### config.mk
export PLATFORM = sky130hd
export DESIGN_NAME = aoesr_regs
export DESIGN_NICKNAME = d
export VERILOG_FILES = /design/src/include/aoesr_pkg.sv /design/src/logic/aoesr_flag_latch.sv /design/src/logic/aoesr_regs.sv /design/src/logic/aoesr_sample_hold.sv
export SDC_FILE = /design/constraint.sdc
export NUM_CORES = 1
export LEC_CHECK = 0
export BUFFER_PORTS_ARGS = -buffer_cell sky130_fd_sc_hd__buf_2
export CORE_MARGIN = 10
export CORE_UTILIZATION = 35
export CTS_CLUSTER_SIZE = 30
export DETAILED_ROUTE_END_ITERATION = 10
export GPL_TIMING_DRIVEN = 0
export PLACE_DENSITY = 0.65
export SETUP_SLACK_MARGIN = 0.5
export SYNTH_ARGS = -nofsm -noshare
export SYNTH_HDL_FRONTEND = slang
export SYNTH_SLANG_ARGS = --single-unit
export TNS_END_PERCENT = 100
### constraint.sdc
create_clock -name sys_clk_i -period 2.86 [get_ports sys_clk_i]
set_input_delay 0.715 -clock sys_clk_i [delete_from_list [all_inputs] [get_ports sys_clk_i]]
set_output_delay 0.715 -clock sys_clk_i [all_outputs]
set_load 0.02 [all_outputs]
### src/include/aoesr_pkg.sv
package aoesr_pkg;

    // Register addresses of the output and status group
    localparam logic [7:0] ADDR_ACCEL_X_LOW = 8'h28;
    localparam logic [7:0] ADDR_ACCEL_X_HIGH = 8'h29;
    localparam logic [7:0] ADDR_ACCEL_Y_LOW = 8'h2a;
    localparam logic [7:0] ADDR_ACCEL_Y_HIGH = 8'h2b;
    localparam logic [7:0] ADDR_ACCEL_Z_LOW = 8'h2c;
    localparam logic [7:0] ADDR_ACCEL_Z_HIGH = 8'h2d;
    localparam logic [7:0] ADDR_EMBEDDED_EVENT_STATUS = 8'h35;
    localparam logic [7:0] ADDR_STATE_MACHINE_STATUS_LOW = 8'h36;
    localparam logic [7:0] ADDR_STATE_MACHINE_STATUS_HIGH = 8'h37;
    // Configuration addresses that steer the two chains (held elsewhere)
    localparam logic [7:0] ADDR_ACCEL_USER_CONFIG = 8'h10;
    localparam logic [7:0] ADDR_STABILIZATION_CONFIG = 8'h72;

    // Bit positions inside the embedded event status byte
    localparam int POS_LONG_COUNTER_TIMEOUT = 7;
    localparam int POS_SIGNIFICANT_MOTION = 5;
    localparam int POS_TILT = 4;
    localparam int POS_STEP = 3;

    // Widths
    localparam int AXIS_W = 16;
    localparam int BYTE_W = 8;
    localparam int EMB_FLAGS = 4;
    localparam int MACHINES = 16;

    // Values after reset
    localparam logic [AXIS_W-1:0] AXIS_RESET = 16'h0000;
    localparam logic [BYTE_W-1:0] BYTE_RESET = 8'h00;
    localparam logic [1:0] AXIS_SEL_RESET = 2'h0;

    // One acceleration sample, three axes of two's complement
    typedef struct packed {
        logic [AXIS_W-1:0] x;
        logic [AXIS_W-1:0] y;
        logic [AXIS_W-1:0] z;
    } aoesr_sample_t;

    // One register access from the serial port logic
    typedef struct packed {
        logic write;
        logic aux;
        logic [7:0] addr;
        logic [BYTE_W-1:0] wdata;
    } aoesr_req_t;

    // Embedded function events, one-cycle pulses
    typedef struct packed {
        logic long_counter;
        logic sig_motion;
        logic tilt;
        logic step;
    } aoesr_emb_evt_t;

endpackage

### src/logic/aoesr_flag_latch.sv
`timescale 1ns/1ps
// Sticky event flags, cleared per bit, a new event beating the clear
module aoesr_flag_latch #(
    parameter int WIDTH = 4
) (
    input wire logic sys_clk_i,
    input wire logic reset_i,
    input wire logic [WIDTH-1:0] set_i,
    input wire logic [WIDTH-1:0] clear_i,
    output logic [WIDTH-1:0] flags_o
);
    import aoesr_pkg::*;

    logic [WIDTH-1:0] flags_q;

    genvar i;
    generate
        for (i = 0; i < WIDTH; i = i + 1) begin : g_flag
            // Set wins so an event in the clearing cycle is kept
            always_ff @(posedge sys_clk_i) begin
                if (reset_i) begin
                    flags_q[i] <= 1'b0;
                end else if (set_i[i]) begin
                    flags_q[i] <= 1'b1;
                end else if (clear_i[i]) begin
                    flags_q[i] <= 1'b0;
                end
            end
        end
    endgenerate

    assign flags_o = flags_q;

endmodule

### src/logic/aoesr_regs.sv
// Function
// - X acceleration word at 28h/29h, read-only
// - Y acceleration word at 2Ah/2Bh, read-only
// - Z acceleration word at 2Ch/2Dh, read-only
// - Primary port reads return user chain
// - Auxiliary port reads return stabilization chain
// - Each axis multiplexed by requesting port
// - Embedded event byte at 35h, spare bits fixed zeros
// - Significant motion flag set on event
// - Tilt flag set on event
// - Step flag set on event
// - Machines eight..one in byte at 36h
// - Machines nine..sixteen in byte at 37h
`timescale 1ns/1ps
module aoesr_regs (
    input wire logic sys_clk_i,
    input wire logic reset_i,
    // Register access from the serial port logic
    input wire logic req_valid_i,
    input wire aoesr_pkg::aoesr_req_t req_i,
    output logic rsp_valid_o,
    output logic [aoesr_pkg::BYTE_W-1:0] rsp_data_o,
    output logic rsp_hit_o,
    output logic write_dropped_o,
    // Sample streams of the two acceleration chains
    input wire logic user_sample_valid_i,
    input wire aoesr_pkg::aoesr_sample_t user_sample_i,
    input wire logic stab_sample_valid_i,
    input wire aoesr_pkg::aoesr_sample_t stab_sample_i,
    output logic user_fresh_o,
    output logic stab_fresh_o,
    // Event pulses from embedded functions and state machines
    input wire aoesr_pkg::aoesr_emb_evt_t emb_event_i,
    input wire logic [aoesr_pkg::MACHINES-1:0] machine_event_i,
    output logic [aoesr_pkg::BYTE_W-1:0] embedded_event_status_o,
    output logic [aoesr_pkg::MACHINES-1:0] state_machine_status_o
);
    import aoesr_pkg::*;

    // Held samples of both chains
    aoesr_sample_t user_sample;
    aoesr_sample_t stab_sample;
    aoesr_sample_t sel_sample;

    // Flag vectors
    logic [EMB_FLAGS-1:0] emb_set;
    logic [EMB_FLAGS-1:0] emb_clear;
    logic [EMB_FLAGS-1:0] emb_flags;
    logic [MACHINES-1:0] machine_clear;
    logic [MACHINES-1:0] machine_flags;
    logic [BYTE_W-1:0] emb_byte;

    // Decode of the current request
    logic rd_req;
    logic wr_req;
    logic is_axis_low;
    logic is_axis_high;
    logic [1:0] axis_sel;
    logic [AXIS_W-1:0] axis_word;
    logic addr_hit;
    logic port_idx;

    // Status byte decode
    logic is_emb_status;
    logic is_machine_low;
    logic is_machine_high;

    // High byte shadows, one per port, for coherent 16-bit reads
    logic [BYTE_W-1:0] shadow_q [2];
    logic [1:0] shadow_axis_q [2];
    logic shadow_vld_q [2];

    // Answer registers
    logic [BYTE_W-1:0] rsp_data_d;
    logic [BYTE_W-1:0] rsp_data_q;
    logic rsp_valid_q;
    logic rsp_hit_q;
    logic write_dropped_q;

    // Both chains keep sampling; the port only steers the read
    // User chain: sample of the primary port path
    aoesr_sample_hold u_user_hold (
        .sys_clk_i(sys_clk_i),
        .reset_i(reset_i),
        .sample_valid_i(user_sample_valid_i),
        .sample_i(user_sample_i),
        .sample_o(user_sample),
        .fresh_o(user_fresh_o)
    );

    // Stabilization chain: sample of the auxiliary port path
    aoesr_sample_hold u_stab_hold (
        .sys_clk_i(sys_clk_i),
        .reset_i(reset_i),
        .sample_valid_i(stab_sample_valid_i),
        .sample_i(stab_sample_i),
        .sample_o(stab_sample),
        .fresh_o(stab_fresh_o)
    );

    // Request qualifiers
    assign rd_req = req_valid_i && !req_i.write;
    assign wr_req = req_valid_i && req_i.write;
    assign port_idx = req_i.aux;

    // Status byte decode, shared by the flag clear and the address hit
    assign is_emb_status = req_i.addr == ADDR_EMBEDDED_EVENT_STATUS;
    assign is_machine_low = req_i.addr == ADDR_STATE_MACHINE_STATUS_LOW;
    assign is_machine_high = req_i.addr == ADDR_STATE_MACHINE_STATUS_HIGH;

    // Axis decode from the address; low bytes sit on even addresses
    // Gaps between the axis and status addresses decode as unmapped
    always_comb begin
        is_axis_low = 1'b0;
        is_axis_high = 1'b0;
        axis_sel = AXIS_SEL_RESET;
        case (req_i.addr)
            ADDR_ACCEL_X_LOW: begin
                is_axis_low = 1'b1;
                axis_sel = 2'h0;
            end
            ADDR_ACCEL_X_HIGH: begin
                is_axis_high = 1'b1;
                axis_sel = 2'h0;
            end
            ADDR_ACCEL_Y_LOW: begin
                is_axis_low = 1'b1;
                axis_sel = 2'h1;
            end
            ADDR_ACCEL_Y_HIGH: begin
                is_axis_high = 1'b1;
                axis_sel = 2'h1;
            end
            ADDR_ACCEL_Z_LOW: begin
                is_axis_low = 1'b1;
                axis_sel = 2'h2;
            end
            ADDR_ACCEL_Z_HIGH: begin
                is_axis_high = 1'b1;
                axis_sel = 2'h2;
            end
            default: begin
                is_axis_low = 1'b0;
                is_axis_high = 1'b0;
                axis_sel = AXIS_SEL_RESET;
            end
        endcase
    end

    assign sel_sample = req_i.aux ? stab_sample : user_sample;

    always_comb begin
        case (axis_sel)
            2'h0: axis_word = sel_sample.x;
            2'h1: axis_word = sel_sample.y;
            2'h2: axis_word = sel_sample.z;
            default: axis_word = AXIS_RESET;
        endcase
    end

    assign emb_set = {emb_event_i.long_counter, emb_event_i.sig_motion, emb_event_i.tilt, emb_event_i.step};

    // Reading a status byte clears what it reported; set still wins
    // A write never clears, so a host probing with writes loses no event
    assign emb_clear = {EMB_FLAGS{rd_req && is_emb_status}};
    assign machine_clear[BYTE_W-1:0] = {BYTE_W{rd_req && is_machine_low}};
    assign machine_clear[MACHINES-1:BYTE_W] = {BYTE_W{rd_req && is_machine_high}};

    aoesr_flag_latch #(
        .WIDTH(EMB_FLAGS)
    ) u_emb_flags (
        .sys_clk_i(sys_clk_i),
        .reset_i(reset_i),
        .set_i(emb_set),
        .clear_i(emb_clear),
        .flags_o(emb_flags)
    );

    aoesr_flag_latch #(
        .WIDTH(MACHINES)
    ) u_machine_flags (
        .sys_clk_i(sys_clk_i),
        .reset_i(reset_i),
        .set_i(machine_event_i),
        .clear_i(machine_clear),
        .flags_o(machine_flags)
    );

    // Spare bits tie to zero so no stale state leaks out
    // embedded byte layout, spare bits zero
    always_comb begin
        emb_byte = BYTE_RESET;
        emb_byte[POS_LONG_COUNTER_TIMEOUT] = emb_flags[3];
        emb_byte[POS_SIGNIFICANT_MOTION] = emb_flags[2];
        emb_byte[POS_TILT] = emb_flags[1];
        emb_byte[POS_STEP] = emb_flags[0];
    end

    // Mapped addresses of this group
    assign addr_hit = is_axis_low || is_axis_high
        || is_emb_status
        || is_machine_low
        || is_machine_high;

    // Read data mux; unmapped addresses answer zero
    // Taken before the flag clear, so a read shows what it clears
    always_comb begin
        rsp_data_d = BYTE_RESET;
        if (is_axis_low) begin
            rsp_data_d = axis_word[BYTE_W-1:0];
        end else if (is_axis_high) begin
            // Shadow keeps the pair from one sample if a new one landed
            if (shadow_vld_q[port_idx] && shadow_axis_q[port_idx] == axis_sel) begin
                rsp_data_d = shadow_q[port_idx];
            end else begin
                rsp_data_d = axis_word[AXIS_W-1:BYTE_W];
            end
        end else begin
            case (req_i.addr)
                ADDR_EMBEDDED_EVENT_STATUS: rsp_data_d = emb_byte;
                ADDR_STATE_MACHINE_STATUS_LOW: rsp_data_d = machine_flags[BYTE_W-1:0];
                ADDR_STATE_MACHINE_STATUS_HIGH: rsp_data_d = machine_flags[MACHINES-1:BYTE_W];
                default: rsp_data_d = BYTE_RESET;
            endcase
        end
    end

    // Per-port high byte shadow, taken on a low byte read
    // Limitation: any other read on the same port between the two halves
    // loses the pair, and the high byte is then read live
    genvar p;
    generate
        for (p = 0; p < 2; p = p + 1) begin : g_shadow
            always_ff @(posedge sys_clk_i) begin
                if (reset_i) begin
                    shadow_q[p] <= BYTE_RESET;
                    shadow_axis_q[p] <= AXIS_SEL_RESET;
                    shadow_vld_q[p] <= 1'b0;
                end else if (rd_req && port_idx == 1'(p)) begin
                    if (is_axis_low) begin
                        shadow_q[p] <= axis_word[AXIS_W-1:BYTE_W];
                        shadow_axis_q[p] <= axis_sel;
                        shadow_vld_q[p] <= 1'b1;
                    end else begin
                        // Any other read of this port ends the pair
                        shadow_vld_q[p] <= 1'b0;
                    end
                end
            end
        end
    endgenerate

    // Answer one cycle after the read is taken
    // Data held between answers so a slow host may take it late
    always_ff @(posedge sys_clk_i) begin
        if (reset_i) begin
            rsp_valid_q <= 1'b0;
            rsp_hit_q <= 1'b0;
            rsp_data_q <= BYTE_RESET;
        end else begin
            rsp_valid_q <= rd_req;
            rsp_hit_q <= rd_req && addr_hit;
            if (rd_req) begin
                rsp_data_q <= rsp_data_d;
            end
        end
    end

    // Write data has no path into any stored value
    // writes change nothing, mapped ones only flagged
    always_ff @(posedge sys_clk_i) begin
        if (reset_i) begin
            write_dropped_q <= 1'b0;
        end else begin
            write_dropped_q <= wr_req && addr_hit;
        end
    end

    // Outputs
    // Status outputs are flop values rearranged, no extra stage
    assign rsp_valid_o = rsp_valid_q;
    assign rsp_data_o = rsp_data_q;
    assign rsp_hit_o = rsp_hit_q;
    assign write_dropped_o = write_dropped_q;
    assign embedded_event_status_o = emb_byte;
    assign state_machine_status_o = machine_flags;

endmodule

### src/logic/aoesr_sample_hold.sv
`timescale 1ns/1ps
// Holds the last complete sample of one acceleration chain
module aoesr_sample_hold (
    input wire logic sys_clk_i,
    input wire logic reset_i,
    input wire logic sample_valid_i,
    input wire aoesr_pkg::aoesr_sample_t sample_i,
    output aoesr_pkg::aoesr_sample_t sample_o,
    output logic fresh_o
);
    import aoesr_pkg::*;

    aoesr_sample_t sample_q;
    logic fresh_q;

    // All three axes taken together so a read never mixes two samples
    always_ff @(posedge sys_clk_i) begin
        if (reset_i) begin
            sample_q <= {AXIS_RESET, AXIS_RESET, AXIS_RESET};
        end else if (sample_valid_i) begin
            sample_q <= sample_i;
        end
    end

    // Set once the first sample arrived
    always_ff @(posedge sys_clk_i) begin
        if (reset_i) begin
            fresh_q <= 1'b0;
        end else if (sample_valid_i) begin
            fresh_q <= 1'b1;
        end
    end

    assign sample_o = sample_q;
    assign fresh_o = fresh_q;

endmodule

Word-level counts from Yosys, hierarchy flattened

Memories as Yosys holds them, arrays and structs flattened.
Cells that the tools add are included.

Bits of input ports: 139
Memory bits (writable): 22
Memories: 3
Output and inout bits: 37
Register bits after elaboration: 129

Reduce and logical (&&, ||, !) cells: 40
Bitwise operators: 9
Equality and inequality tests: 12
Mux-type cells: 56

Memories:

| memory        | depth | bits a word | read ports | clocked after Yosys merged registers in | write ports | RTL line         | text |
|---|---|---|---|---|---|---|---|
| shadow_q      | 2     | 8           | 1          | 0                                       | 2           | aoesr_regs.sv:69 | `logic [BYTE_W-1:0] shadow_q [2];` |
| shadow_axis_q | 2     | 2           | 1          | 0                                       | 2           | aoesr_regs.sv:70 | `logic [1:0] shadow_axis_q [2];` |
| shadow_vld_q  | 2     | 1           | 1          | 0                                       | 2           | aoesr_regs.sv:71 | `logic shadow_vld_q [2];` |

Operator list:

| cell                                                 | count |
|---|---|
| equality test 8 x 6 -> 1 bit (second input constant) | 9 |
| 2-to-1 mux 48 bit                                    | 1 |
| one-hot mux 16 bit (3 select lines)                  | 1 |
| 2-to-1 mux 1 bit                                     | 45 |
| 2-to-1 mux 8 bit                                     | 5 |
| nonzero test 2 bit                                   | 20 |
| one-hot mux 8 bit (3 select lines)                   | 1 |
| logical AND 1 bit                                    | 10 |
| bitwise OR 1 bit                                     | 8 |
| OR reduction 3 bit                                   | 2 |
| logical OR 1 bit                                     | 4 |
| 2-to-1 mux 2 bit                                     | 2 |
| one-hot mux 2 bit (2 select lines)                   | 1 |
| OR reduction 2 bit                                   | 2 |
| equality test 2 x 1 -> 1 bit (second input constant) | 1 |
| equality test 2 bit                                  | 1 |
| equality test 2 bit (second input constant)          | 1 |
| logical NOT 2 bit                                    | 1 |
| logical NOT 1 bit                                    | 1 |
| NOT 1 bit                                            | 1 |

Depth between registers and ports, before layout

Gate-level depths: netlist of the first run.

Depth in word-level cells: 9
Gate-level depth with buffers: 8

Cells and area by module

Synthesis of the first run repeated with hierarchy kept, for this count alone.

Cell total of the unflattened synthesis: 747
Area, all modules: 7279.5 um2

Modules (own cells, without submodules):

| module                             | cells an instance | times used | sequential area each (um2) | area each (um2) |
|---|---|---|---|---|
| aoesr_sample_hold                  | 158               | 2          | 980.9                      | 1739.2 |
| aoesr_regs                         | 349               | 1          | 880.8                      | 3031.7 |
| aoesr_flag_latch (u_machine_flags) | 66                | 1          | 320.3                      | 629.4 |
| aoesr_flag_latch (u_emb_flags)     | 16                | 1          | 80.1                       | 140.1 |

Worst setup path after synthesis of the first run

OpenSTA, ideal clock, no wires.

Kind: input to register
Start: in req_i[15] (netlist bit)
End: mem shadow_axis_q[0][0], enable pin
Library setup time: 0.336 ns
Arrival time: 1.962 ns
Stages: 4
Path slack: 0.562 ns
Cell sequence: or3b_4 > nor3_4 > and2_1 > a21o_1

RTL lines:

| item            | RTL line         | text |
|---|---|---|
| start, declared | aoesr_regs.sv:20 | `input wire aoesr_pkg::aoesr_req_t req_i,` |
| end, declared   | aoesr_regs.sv:70 |  |

Final worst setup path of the first run

Start: in req_i[10] (netlist bit)
End: reg rsp_data_q[7] (netlist: rsp_data_o[7])

Word-level cells in the longest chain between the ends: 8
Elaborated cells on any way between the ends: 26
Those cells by class: eq/ne: 12; mux: 8; reduce/logical: 6

RTL lines:

| item                                                                            | RTL line                             | text |
|---|---|---|
| equality test 8 x 6 -> 1 bit                                                    | aoesr_regs.sv:117                    | `case (req_i.addr)` |
| OR reduction 2 bit (no source line)                                             | -                                    |  |
| one-hot mux 2 bit (2 select lines)                                              | aoesr_regs.sv:117                    |  |
| equality test 2 bit (tied with other cells)                                     | aoesr_regs.sv:153                    | `case (axis_sel)` |
| one-hot mux 16 bit (3 select lines) / logical AND 1 bit (equally long branches) | aoesr_regs.sv:153, aoesr_regs.sv:213 |  |
| 2-to-1 mux 8 bit                                                                | aoesr_regs.sv:213                    | `if (shadow_vld_q[port_idx] && shadow_axis_q[port_idx] == axis_sel) begin` |
| 2-to-1 mux 8 bit                                                                | aoesr_regs.sv:211                    | `end else if (is_axis_high) begin` |
| 2-to-1 mux 8 bit *                                                              | aoesr_regs.sv:209                    | `if (is_axis_low) begin` |
| end signal, assigned                                                            | aoesr_regs.sv:264                    | `rsp_data_q <= rsp_data_d;` |
| end, declared                                                                   | aoesr_regs.sv:75                     | `logic [BYTE_W-1:0] rsp_data_q;` |

Every way passes the cells marked *; elsewhere a longest branch is shown, timed or not.
A chain may end at the register's enable or synchronous reset.

==> summary.txt, run 1 <==
Run
  – Max-Cap Viols: 0

Global route
  – Vias in the first global route: 5830
  – Met1 usage: 20.89%
  – Routing usage on met2: 27.33%
  – Total track usage: 16.87%
  – Gr busiest metal: met2
  – Gr ovfl total: 0
  – Largest net degree at the start of global routing: 17
  – Met3 usage: 5.167%
  – Wire length of the first global-routing pass: 33.68 mm
  – Antenna violations before repair: 1

Layout
  – Finished Cell Area: 0.008646 mm2
  – Area Overhead vs Synth: 25.77%
  – Number of antenna diodes: 0
  – Nets: 1024
  – Post-route insts no fill: 1161
  – Layout cells sized above 1: 28.46%
  – Fillcell total: 1953

Power
  – Sw Ratio: 25.20%
  – Comb power frac: 12.5%
  – NetSw: 0.001344 W
  – Clock share of power: 43.9%
  – Pwr Total: 0.005335 W
  – Leak Pwr: 3.832 nW
  – Max VDD drop: 412.6 uV
  – Internal Power: 0.003991 W
  – P per Cell Area: 617.1 mW/mm2
  – Sequential share of power: 43.7%

Synthesis
  – Top_reg_cell synth: dfxtp_1
  – Post-synth top area share: 37.57%
  – Syn_area_per_cell: 9.778 um2
  – Post-synth ARST share: 0%
  – Top cell type by total area after synthesis: dfxtp_1
  – Flops & latches, synth: 151
  – Count leader, synth: nor2_1
  – Mapped Area: 0.006874 mm2
  – Seq/Total Area, Yosys: 47.18%
  – Synth area leaders: dfxtp_1 (38%), mux2i_1 (18%), edfxtp_1 (9.6%)
  – Yosys warns: 0
  – EDFF count, synth: 22
  – Synth cell types: 46
  – Synth cell count leaders: nor2_1 (145), dfxtp_1 (129), mux2i_1 (126)
  – Gate Count Post-Synth: 703

STA
  – Post-Route Skew: 0.01047 ns
  – Min Tclk post-route: 2.281 ns
  – Worst slew pin tran: 0.8925 ns
  – Final period utilization: 79.77%
  – Pins Over Slew Limit: 0
  – Post-route setup slack: 0.5786 ns
  – # setup viols final: 0
  – Slew HR: 40.50%
  – Max Fclk: 0.4383 GHz
  – Setup tns final: 0 ns
  – RSZ-0062 raised after global routing: yes
  – Final Hold Viols: 0

Min path
  – Min-delay worst type: reg -> reg
  – Hold Crit Depth: 2
  – Hold path start: rsp_data_o[3]

Die
  – Chip height: 160.1 um
  – Die Area: 0.02565 mm2
  – Core Box Area: 0.01940 mm2
  – I/O pins: 176
  – Site Rows: 51
  – Die Wd: 160.1 um
  – Initial core utilization: 35.44%

Critical path
  – CP cell instances: clkbuf_1 > clkbuf_1 > clkbuf_2 > a21oi_1 > a211oi_1 > o21ai_0 > o211ai_1
  – CP Launch Type: input pin
  – CP max stage delay: 0.43 ns
  – CP startpoint: req_i[10]
  – Crit path max-delay family: buffers and inverters
  – CP bufs+invs: 3
  – Reg2reg start: shadow_axis_q[0][0]
  – R2r setup slk: 1.09 ns
  – Worst r2r path cells: 7
  – Stages on the worst setup path: 7
  – Reg2reg end: rsp_data_o[4]
  – Setup CP Type: in -> reg
  – Crit. End Element: register
  – Arr. time, crit path: 2.63 ns
  – Crit-path slowest cell: a211oi_1
  – Worst Path Max Fanout: 10
  – Worst endpoint required time: 3.21 ns
  – CP most frequent cell: clkbuf_1
  – Crit path to: rsp_data_o[7]

Detailed routing
  – Wire length per cell: 19.08 um
  – DR vias/cell: 5.008
  – Routed Antenna Nets: 0
  – TritonRoute pass-1 iters: 5
  – Final WL: 22.15 mm
  – Initial DRC count: 364
  – DRC: 0
  – DR vias: 5814

Clock network
  – Clk root buf: clkbuf_16
  – CTS Buffer Depth: 2
  – Clock sinks: 151
  – Number of buffers created by CTS: 17
  – CTS clk-pin slew, worst paths: 0.06 ns
  – Post-CTS Hold Buffers: 0
  – Worst skew pair latency: 0.43 ns
  – CTS tree: built
  – H-tree Lvls: 4

Placement
  – GPL Wtd Cong: 0.9037
  – Cell Area, Placed: 0.008013 mm2
  – Port-buffer cells: 159
  – Placed Cells: 1130
  – Pre-CTS setup slack: -0.08315 ns
  – Detailed placer's ending HPWL: 17.15 mm

Run status
  – Status: complete, no violations
[worst min path at each step]
stage and endpoint:
3_3_place_gp rsp_data_o[5], 3_5_place_dp u_user_hold.fresh_o, 2_1_floorplan u_user_hold.sample_o[16], 4_1_cts u_machine_flags.flags_o[14], 5_1_grt u_machine_flags.flags_o[8], 6_report rsp_data_o[3]
[per-layer routing]
layer / up-vias / wire (um) / share of wire, %
li1: 2856 / - / -
met1: 2735 / 9531 / 43
met2: 194 / 10670 / 48
met3: 27 / 1538 / 6.9
met4: 2 / 402 / 1.8
met5: - / 10 / 0.045
[stage by stage]
stage | util (%) | hold WS [ns]
finish | 44.57 | 0.4728
detailed placement | 41.31 | 0.4666
CTS | 44.47 | 0.4703
global placement | 41.31 | 0.4585
floorplan | - | 0.4520
global route | 44.57 | 0.4863
[cells in the final DEF (no fill, tap or decap), types with 5 or more instances in the layout]
cell,netlist,final
nand2b_1,5,5
o22ai_1,5,5
o211ai_1,5,5
a21oi_2,8,8
nor2_1,145,145
a211oi_1,8,8
o311ai_0,14,14
o22a_1,8,8
clkbuf_16,0,17
a22o_1,7,7
nor3_1,7,7
buf_1,10,9
mux2_2,24,24
buf_4,6,7
edfxtp_1,22,22
mux2i_1,126,126
dfxtp_1,129,129
buf_2,13,171
nor2b_1,7,7
inv_1,5,5
o21ai_0,18,15
o21a_1,8,8
clkbuf_1,26,26
o21ai_1,3,6
nand2_1,30,29
a21oi_1,25,25
[worst min-delay path, cell delays in order (launching register included)]
cell and delay [ns]:
dfxtp_1 0.32, nand2_1 0.05, o211ai_1 0.06
[layout make-up]
type	count	area, um2	share of cell area, %
multi-input combinational	494	3376	39.04
sequential	151	3243	37.51
timing repair buffer	160	803.3	9.291
clock buffer	20	466.7	5.398
tap	265	331.6	3.835
buffer	56	264.0	3.054
clock inverter	10	142.6	1.650
inverter	5	18.77	0.2171
[logic make-up (layout without fill, tap and decap cells)]
group | count (synthesis) | after routing | share of synthesized area [%]
other | 1 | 4 | 0.05455
AND/OR/NAND/NOR | 211 | 211 | 13.16
buffers and inverters | 61 | 251 | 4.004
flip-flops | 151 | 151 | 47.18
AO/OA/AOI/OAI | 129 | 129 | 13.32
multiplexers | 150 | 150 | 22.28
[flip-flops by register name, summed over array words and instances (netlist names)]
signal,flops
u_user_hold.fresh_o,1
shadow_vld_q,2
shadow_q,16
shadow_axis_q,4
u_user_hold.sample_o,48
write_dropped_o,1
rsp_data_o,8
u_stab_hold.sample_o,48
rsp_hit_o,1
u_machine_flags.flags_o,16
u_stab_hold.fresh_o,1
u_emb_flags.flags_o,4
rsp_valid_o,1
[repair_timing]
action	4_1_cts	5_1_grt
setup endpoints to repair	6	31
endpoints found under the hold margin	0	0
setup buffers	0	1
resized for setup	4	5
pin swaps	0	1
[power groups by stage]
stage | logic, W | clock network (W) | registers (W)
finish | 0.000665 | 0.00234 | 0.00233
global placement | 0.000654 | 0 | 0.00237
detailed placement | 0.000659 | 0 | 0.00237
floorplan | 0.000383 | 0 | 0.00239
global route | 0.000724 | 0.00246 | 0.00234
CTS | 0.000662 | 0.00238 | 0.00233
Note: power is estimated with default switching activity, not from simulation.
==> run 2: changes to the inputs <==
- PLACE_DENSITY: 0.65 -> 0.67
- clock period: 2.86 -> 1.9 ns (I/O delays scaled with it)
==> run 2 against run 1 <==
Die area did not move; cell count rose by 3.4%; highest routed layer is now met4; setup slack got worse by 0.43 ns; global-route usage rose by 0.41 points.
==> summary.txt, run 2 (synthesis results as in run 1) <==
Power
  – Comb power frac: 14.4% (+1.9 points)
  – Sequential share of power: 42.6% (-1.1 points)
  – Sw Ratio: 25.83% (+0.64 points)
  – P per Cell Area: 859.9 mW/mm2 (+39%)
  – Clock share of power: 43.0% (-0.9 points)
  – Max VDD drop: 571.9 uV (+39%)
  – Internal Power: 0.006136 W (+54%)
  – Leak Pwr: 4.215 nW (+10%)
  – Pwr Total: 0.008274 W (+55%)
  – NetSw: 0.002138 W (+59%)

Global route
  – Largest net degree at the start of global routing: 17 (unchanged)
  – Wire length of the first global-routing pass: 34.89 mm (+3.6%)
  – Gr ovfl total: 0 (unchanged)
  – Total track usage: 17.28% (+0.41 points)
  – Antenna violations before repair: 0 (-1)
  – Vias in the first global route: 6063 (+4.0%)

STA
  – Final period utilization: 91.99%
  – Pins Over Slew Limit: 0 (unchanged)
  – Post-Route Skew: 0.008278 ns (-0.002196 ns)
  – RSZ-0062 raised after global routing: yes
  – Final Hold Viols: 0 (unchanged)
  – Slew HR: 51.49% (+11 points)
  – Worst slew pin tran: 0.7261 ns (-0.1664 ns)
  – Max Fclk: 0.5721 GHz
  – # setup viols final: 0 (unchanged)
  – Post-route setup slack: 0.1521 ns (-0.4265 ns)
  – Min Tclk post-route: 1.748 ns

Layout
  – Post-route insts no fill: 1201 (+3.4%)
  – Most common cell after layout, fill and taps aside: nor2_1
  – Finished Cell Area: 0.009622 mm2 (+11%)
  – Area Overhead vs Synth: 39.97%
  – Most frequent cells in the layout: nor2_1 (138), buf_2 (132), mux2i_1 (119)
  – Layout cells sized above 1: 41.56% (+13 points)
  – Number of antenna diodes: 0 (unchanged)
  – Nets: 1062 (+3.7%)

Die
  – Initial core utilization: 35.44% (unchanged)
  – I/O pins: 176 (unchanged)
  – Die Wd: 160.1 um (unchanged)
  – Chip height: 160.1 um (unchanged)
  – Core Box Area: 0.01940 mm2 (unchanged)
  – Die Area: 0.02565 mm2 (unchanged)
  – Site Rows: 51 (unchanged)

Critical path
  – Worst Path Max Fanout: 10 (unchanged)
  – Setup CP Type: in -> reg
  – Crit. End Element: register
  – Worst endpoint required time: 2.20 ns (-1.01 ns)
  – CP Launch Type: input pin
  – Arr. time, crit path: 2.05 ns (-0.58 ns)

Clock network
  – CTS tree: built
  – Worst skew pair latency: 0.43 ns (about the same)
  – CTS Buffer Depth: 2 (unchanged)
  – Number of buffers created by CTS: 17 (unchanged)
  – Clk root buf: clkbuf_16
  – CTS clk-pin slew, worst paths: 0.07 ns (about the same)
  – H-tree Lvls: 4 (unchanged)
  – Post-CTS Hold Buffers: 0 (unchanged)
  – Clock sinks: 151 (unchanged)

Placement
  – Placed Cells: 1130 (unchanged)
  – Detailed placer's ending HPWL: 17.21 mm (+0.32%)
  – Port-buffer cells: 159 (unchanged)
  – Pre-CTS setup slack: -0.4834 ns (-0.4003 ns)
  – GPL Wtd Cong: 0.8919 (-1.3%)
  – Cell Area, Placed: 0.008173 mm2 (+2.0%)

Detailed routing
  – Wire length per cell: 19.54 um (+2.4%)
  – TritonRoute pass-1 iters: 6 (+1)
  – DR vias: 6190 (+6.5%)
  – Routed Antenna Nets: 0 (unchanged)
  – DR vias/cell: 5.154 (+2.9%)
  – DRC: 0 (unchanged)
  – Final WL: 23.47 mm (+5.9%)
  – Initial DRC count: 563 (+55%)

Min path
  – Min-delay worst type: in -> reg

Run
  – Max-Cap Viols: 0 (unchanged)

Run status
  – Status: complete, no violations
-- run 2: changes by cell type in the layout (fill, tap and decap cells not counted), moves of 7 or more --
cell / previous run / this run
o21ai_0: 15 / 5
dfxtp_1: 129 / 101
mux2i_1: 126 / 119
a21oi_1: 25 / 13
buf_6: 2 / 39
o311ai_1: 0 / 8
clkbuf_2: 1 / 10
a21oi_2: 8 / 19
clkbuf_1: 26 / 15
o311ai_0: 14 / 3
buf_2: 171 / 132
nor2_1: 145 / 138
dfxtp_2: 0 / 25
buf_4: 7 / 46
-- run 2: through the flow --
step | hold WS [ns] | TNS, ns | util [%]
floorplan | 0.4520 | -2.365 | -
global placement | 0.4659 | -24.08 | 42.13
detailed placement | 0.4725 | -24.92 | 42.13
CTS | 0.2467 | 0 | 47.78
global route | 0.2641 | 0 | 49.60
finish | 0.2549 | 0 | 49.60
-- run 2: final timing paths --
kind	startpoint	endpoint	slack, ns	cells after the start
max	req_i[16]	rsp_data_o[1]	0.15	8
min	machine_event_i[1]	u_machine_flags.flags_o[1]	0.25	3
max reg2reg	shadow_axis_q[0][0]	rsp_data_o[2]	0.22	7
min reg2reg	rsp_data_o[3]	rsp_data_o[3]	0.48	2
-- run 2: layout make-up --
type	count	area, um2
Clock inverter	12	163.9
Multi-Input combinational cell	496	3685
Sequential cell	151	3286
Inverter	5	18.77
Timing Repair Buffer	196	1295
Clock buffer	20	457.9
Buffer	56	384.1
Tap cell	265	331.6
Fill cell	1758	9777
-- run 2: what timing repair did --
item	in CTS	in global routing
pin swaps	22	12
gates resized for setup	116	54
endpoints found under the setup margin	108	136
buffers inserted	14	21
cloned	3	1
-- run 2: power groups by stage --
stage / clock [W] / combinational (W) / sequential [W]
after floorplan: 0 / 0.000616 / 0.00359
after global placement: 0 / 0.00102 / 0.00357
after detailed placement: 0 / 0.00103 / 0.00357
after CTS: 0.00359 / 0.00111 / 0.00352
after global routing: 0.00373 / 0.00127 / 0.00354
final: 0.00356 / 0.00119 / 0.00352
-- run 2: critical path: stages --
cell	delay (ns)
buf_12	0.11
buf_8	0.18
buf_8	0.18
buf_6	0.18
mux2i_1	0.32
o221ai_1	0.28
nand3_1	0.21
o211ai_1	0.10
-- run 2: routing by layer --
metal,global-route usage [%],wire length (um)
met5,0,0
met4,6.052,462
met3,4.679,1707
met2,27.67,11170
met1,21.89,10130
==> run 3: changes to the inputs <==
- SETUP_SLACK_MARGIN: 0.5 -> 0.4
==> run 3 against run 2 <==
Via count up 0.18%; sequential power about the same; setup slack worse by 0.067 ns; largest cell class unchanged; highest routed layer is now met5.
==> summary.txt, run 3 (synthesis results as in run 1) <==
Run status
  – Status: complete, no violations

Global route
  – Gr busiest metal: met2
  – Antenna violations before repair: 3 (+3)
  – Largest net degree at the start of global routing: 17 (unchanged)
  – Total track usage: 17.74% (+0.46 points)
  – Wire length of the first global-routing pass: 35.59 mm (+2.0%)
  – Gr ovfl total: 0 (unchanged)
  – Met1 usage: 22.14% (+0.25 points)
  – Met3 usage: 4.422% (-0.26 points)
  – Routing usage on met2: 28.07% (+0.40 points)
  – Vias in the first global route: 6193 (+2.1%)

Layout
  – Area of the multi-input gates: 0.003685 mm2 (unchanged)
  – Final core occ: 47.99% (-1.6 points)
  – Layout cells sized above 1: 37.73% (-3.8 points)
  – Most common cell after layout, fill and taps aside: buf_2
  – Fillcell total: 1843 (+4.8%)
  – Area Overhead vs Synth: 35.44%
  – Most frequent cells in the layout: buf_2 (159), nor2_1 (129), dfxtp_1 (126)
  – Nets: 1051 (-1.0%)
  – Register area: 0.003247 mm2 (-1.2%)

Detailed routing
  – DRC: 0 (unchanged)
  – Wire length per cell: 19.94 um (+2.0%)
  – Final WL: 23.77 mm (+1.3%)
  – TritonRoute pass-1 iters: 5 (-1)
  – DR vias/cell: 5.202 (+0.93%)
  – Initial DRC count: 448 (-20%)
  – DR vias: 6201 (+0.18%)
  – Routed Antenna Nets: 0 (unchanged)

Critical path
  – Worst Path Max Fanout: 5 (-5)
  – CP most frequent cell: buf_6
  – CP bufs+invs: 4 (unchanged)
  – Crit path max-delay family: simple AND/OR/NAND/NOR gates
  – CP cell instances: buf_8 > or3b_4 > nor3_4 > buf_6 > and2_4 > nand3b_1 > buf_6 > buf_6 > nor2_2
  – CP max stage delay: 0.45 ns (+0.13 ns)
  – Crit. End Element: register
  – R2r setup slk: 0.16 ns (-0.06 ns)
  – Crit-path slowest cell: or3b_4
  – Setup CP Type: in -> reg
  – Arr. time, crit path: 2.11 ns (+0.06 ns)
  – CP Launch Type: input pin
  – Worst endpoint required time: 2.19 ns (about the same)

STA
  – Worst slew pin tran: 0.8299 ns (+0.1038 ns)
  – Post-route setup slack: 0.08556 ns (-0.06654 ns)
  – Pins Over Slew Limit: 0 (unchanged)
  – RSZ-0062 raised after global routing: yes
  – # setup viols final: 0 (unchanged)
  – Slew HR: 44.67% (-6.8 points)
  – Min Tclk post-route: 1.814 ns (+0.06654 ns)
  – Setup tns final: 0 ns (unchanged)
  – Min Hold Slack: 0.2570 ns (+0.002183 ns)
  – Post-Route Skew: 0.009739 ns (+0.001461 ns)
  – Final period utilization: 95.50% (+3.5 points)
  – Max Fclk: 0.5511 GHz (-3.7%)
  – Final Hold Viols: 0 (unchanged)

Clock network
  – Post-CTS Hold Buffers: 0 (unchanged)
  – Clock sinks: 151 (unchanged)
  – Number of buffers created by CTS: 17 (unchanged)
  – Worst skew pair latency: 0.44 ns (about the same)
  – Clk root buf: clkbuf_16
  – CTS Buffer Depth: 2 (unchanged)
  – H-tree Lvls: 4 (unchanged)
  – CTS tree: built
  – CTS clk-pin slew, worst paths: 0.06 ns (about the same)

Placement
  – Detailed placer's ending HPWL: 17.50 mm (+1.7%)
  – Pre-CTS setup slack: -0.4588 ns (+0.02465 ns)
  – Port-buffer cells: 159 (unchanged)
  – GPL Wtd Cong: 0.8840 (-0.89%)

Die
  – Die Area: 0.02565 mm2 (unchanged)
  – Chip height: 160.1 um (unchanged)
  – Initial core utilization: 35.44% (unchanged)
  – Core Box Area: 0.01940 mm2 (unchanged)
  – Die Wd: 160.1 um (unchanged)
  – Site Rows: 51 (unchanged)
  – I/O pins: 176 (unchanged)

Power
  – Pwr Total: 0.008066 W (-2.5%)
  – Max VDD drop: 598.7 uV (+4.7%)
  – Leak Pwr: 4.116 nW (-2.3%)
  – P per Cell Area: 866.4 mW/mm2 (+0.75%)

Run
  – Max-Cap Viols: 0 (unchanged)

Min path
  – Min-delay worst type: in -> reg
run 3: metal layers:
metal  up-vias  share of wire [%]
met3        54                7.3
met2       280                 47
li1       2928                  -
met4         2                3.9
met5         -              0.055
met1      2937                 42
run 3: path summary, 6_finish.rpt:
| check | start | endpoint | cells past startpoint |
|---|---|---|---|
| min | machine_event_i[9] | u_machine_flags.flags_o[9] | 3 |
| max | req_i[15] | shadow_q[0][0] | 9 |
| max reg2reg | shadow_axis_q[1][0] | rsp_data_o[3] | 7 |
| min reg2reg | u_user_hold.fresh_o | u_user_hold.fresh_o | 2 |
run 3: layout make-up:
type	count	area share, %
diodes	2	0.05376
plain buffers	56	3.924
clock buffers	18	4.717
clock inverters	14	1.613
inverters	5	0.2016
multi-input cells	496	39.58
flip-flops and latches	151	34.87
well taps	265	3.561
repair buffers	185	11.48
run 3: stage by stage:
step / instances / area (um2)
floorplan: 706 / 7032
global placement: 1130 / 8159
detailed placement: 1130 / 8159
CTS: 1178 / 9066
global route: 1191 / 9308
finish: 1192 / 9310
run 3: tightest hold or removal path: cells and delay by family:
| kind | cells | cell delay, ns |
|---|---|---|
| buffers and inverters | 1 | 0.08 |
| and+or+nand+nor | 1 | 0.06 |
| AOI/OAI and AO/OA | 1 | 0.03 |
run 3: where the power goes:
part | internal [W] | total [W] | switching, W
clock network | 0.00190 | 0.00344 | 0.00154
registers | 0.00341 | 0.00351 | 0.0000998
logic | 0.000490 | 0.00111 | 0.000624
total | 0.00581 | 0.00807 | 0.00226
run 3: timing repair:
action                     4_1_cts  5_1_grt
hold endpoints to repair         0        0
gates resized for setup         56       51
gates cloned                     4        1
pin swaps                       18       16
setup buffers                   12       11
setup endpoints to repair       71       89
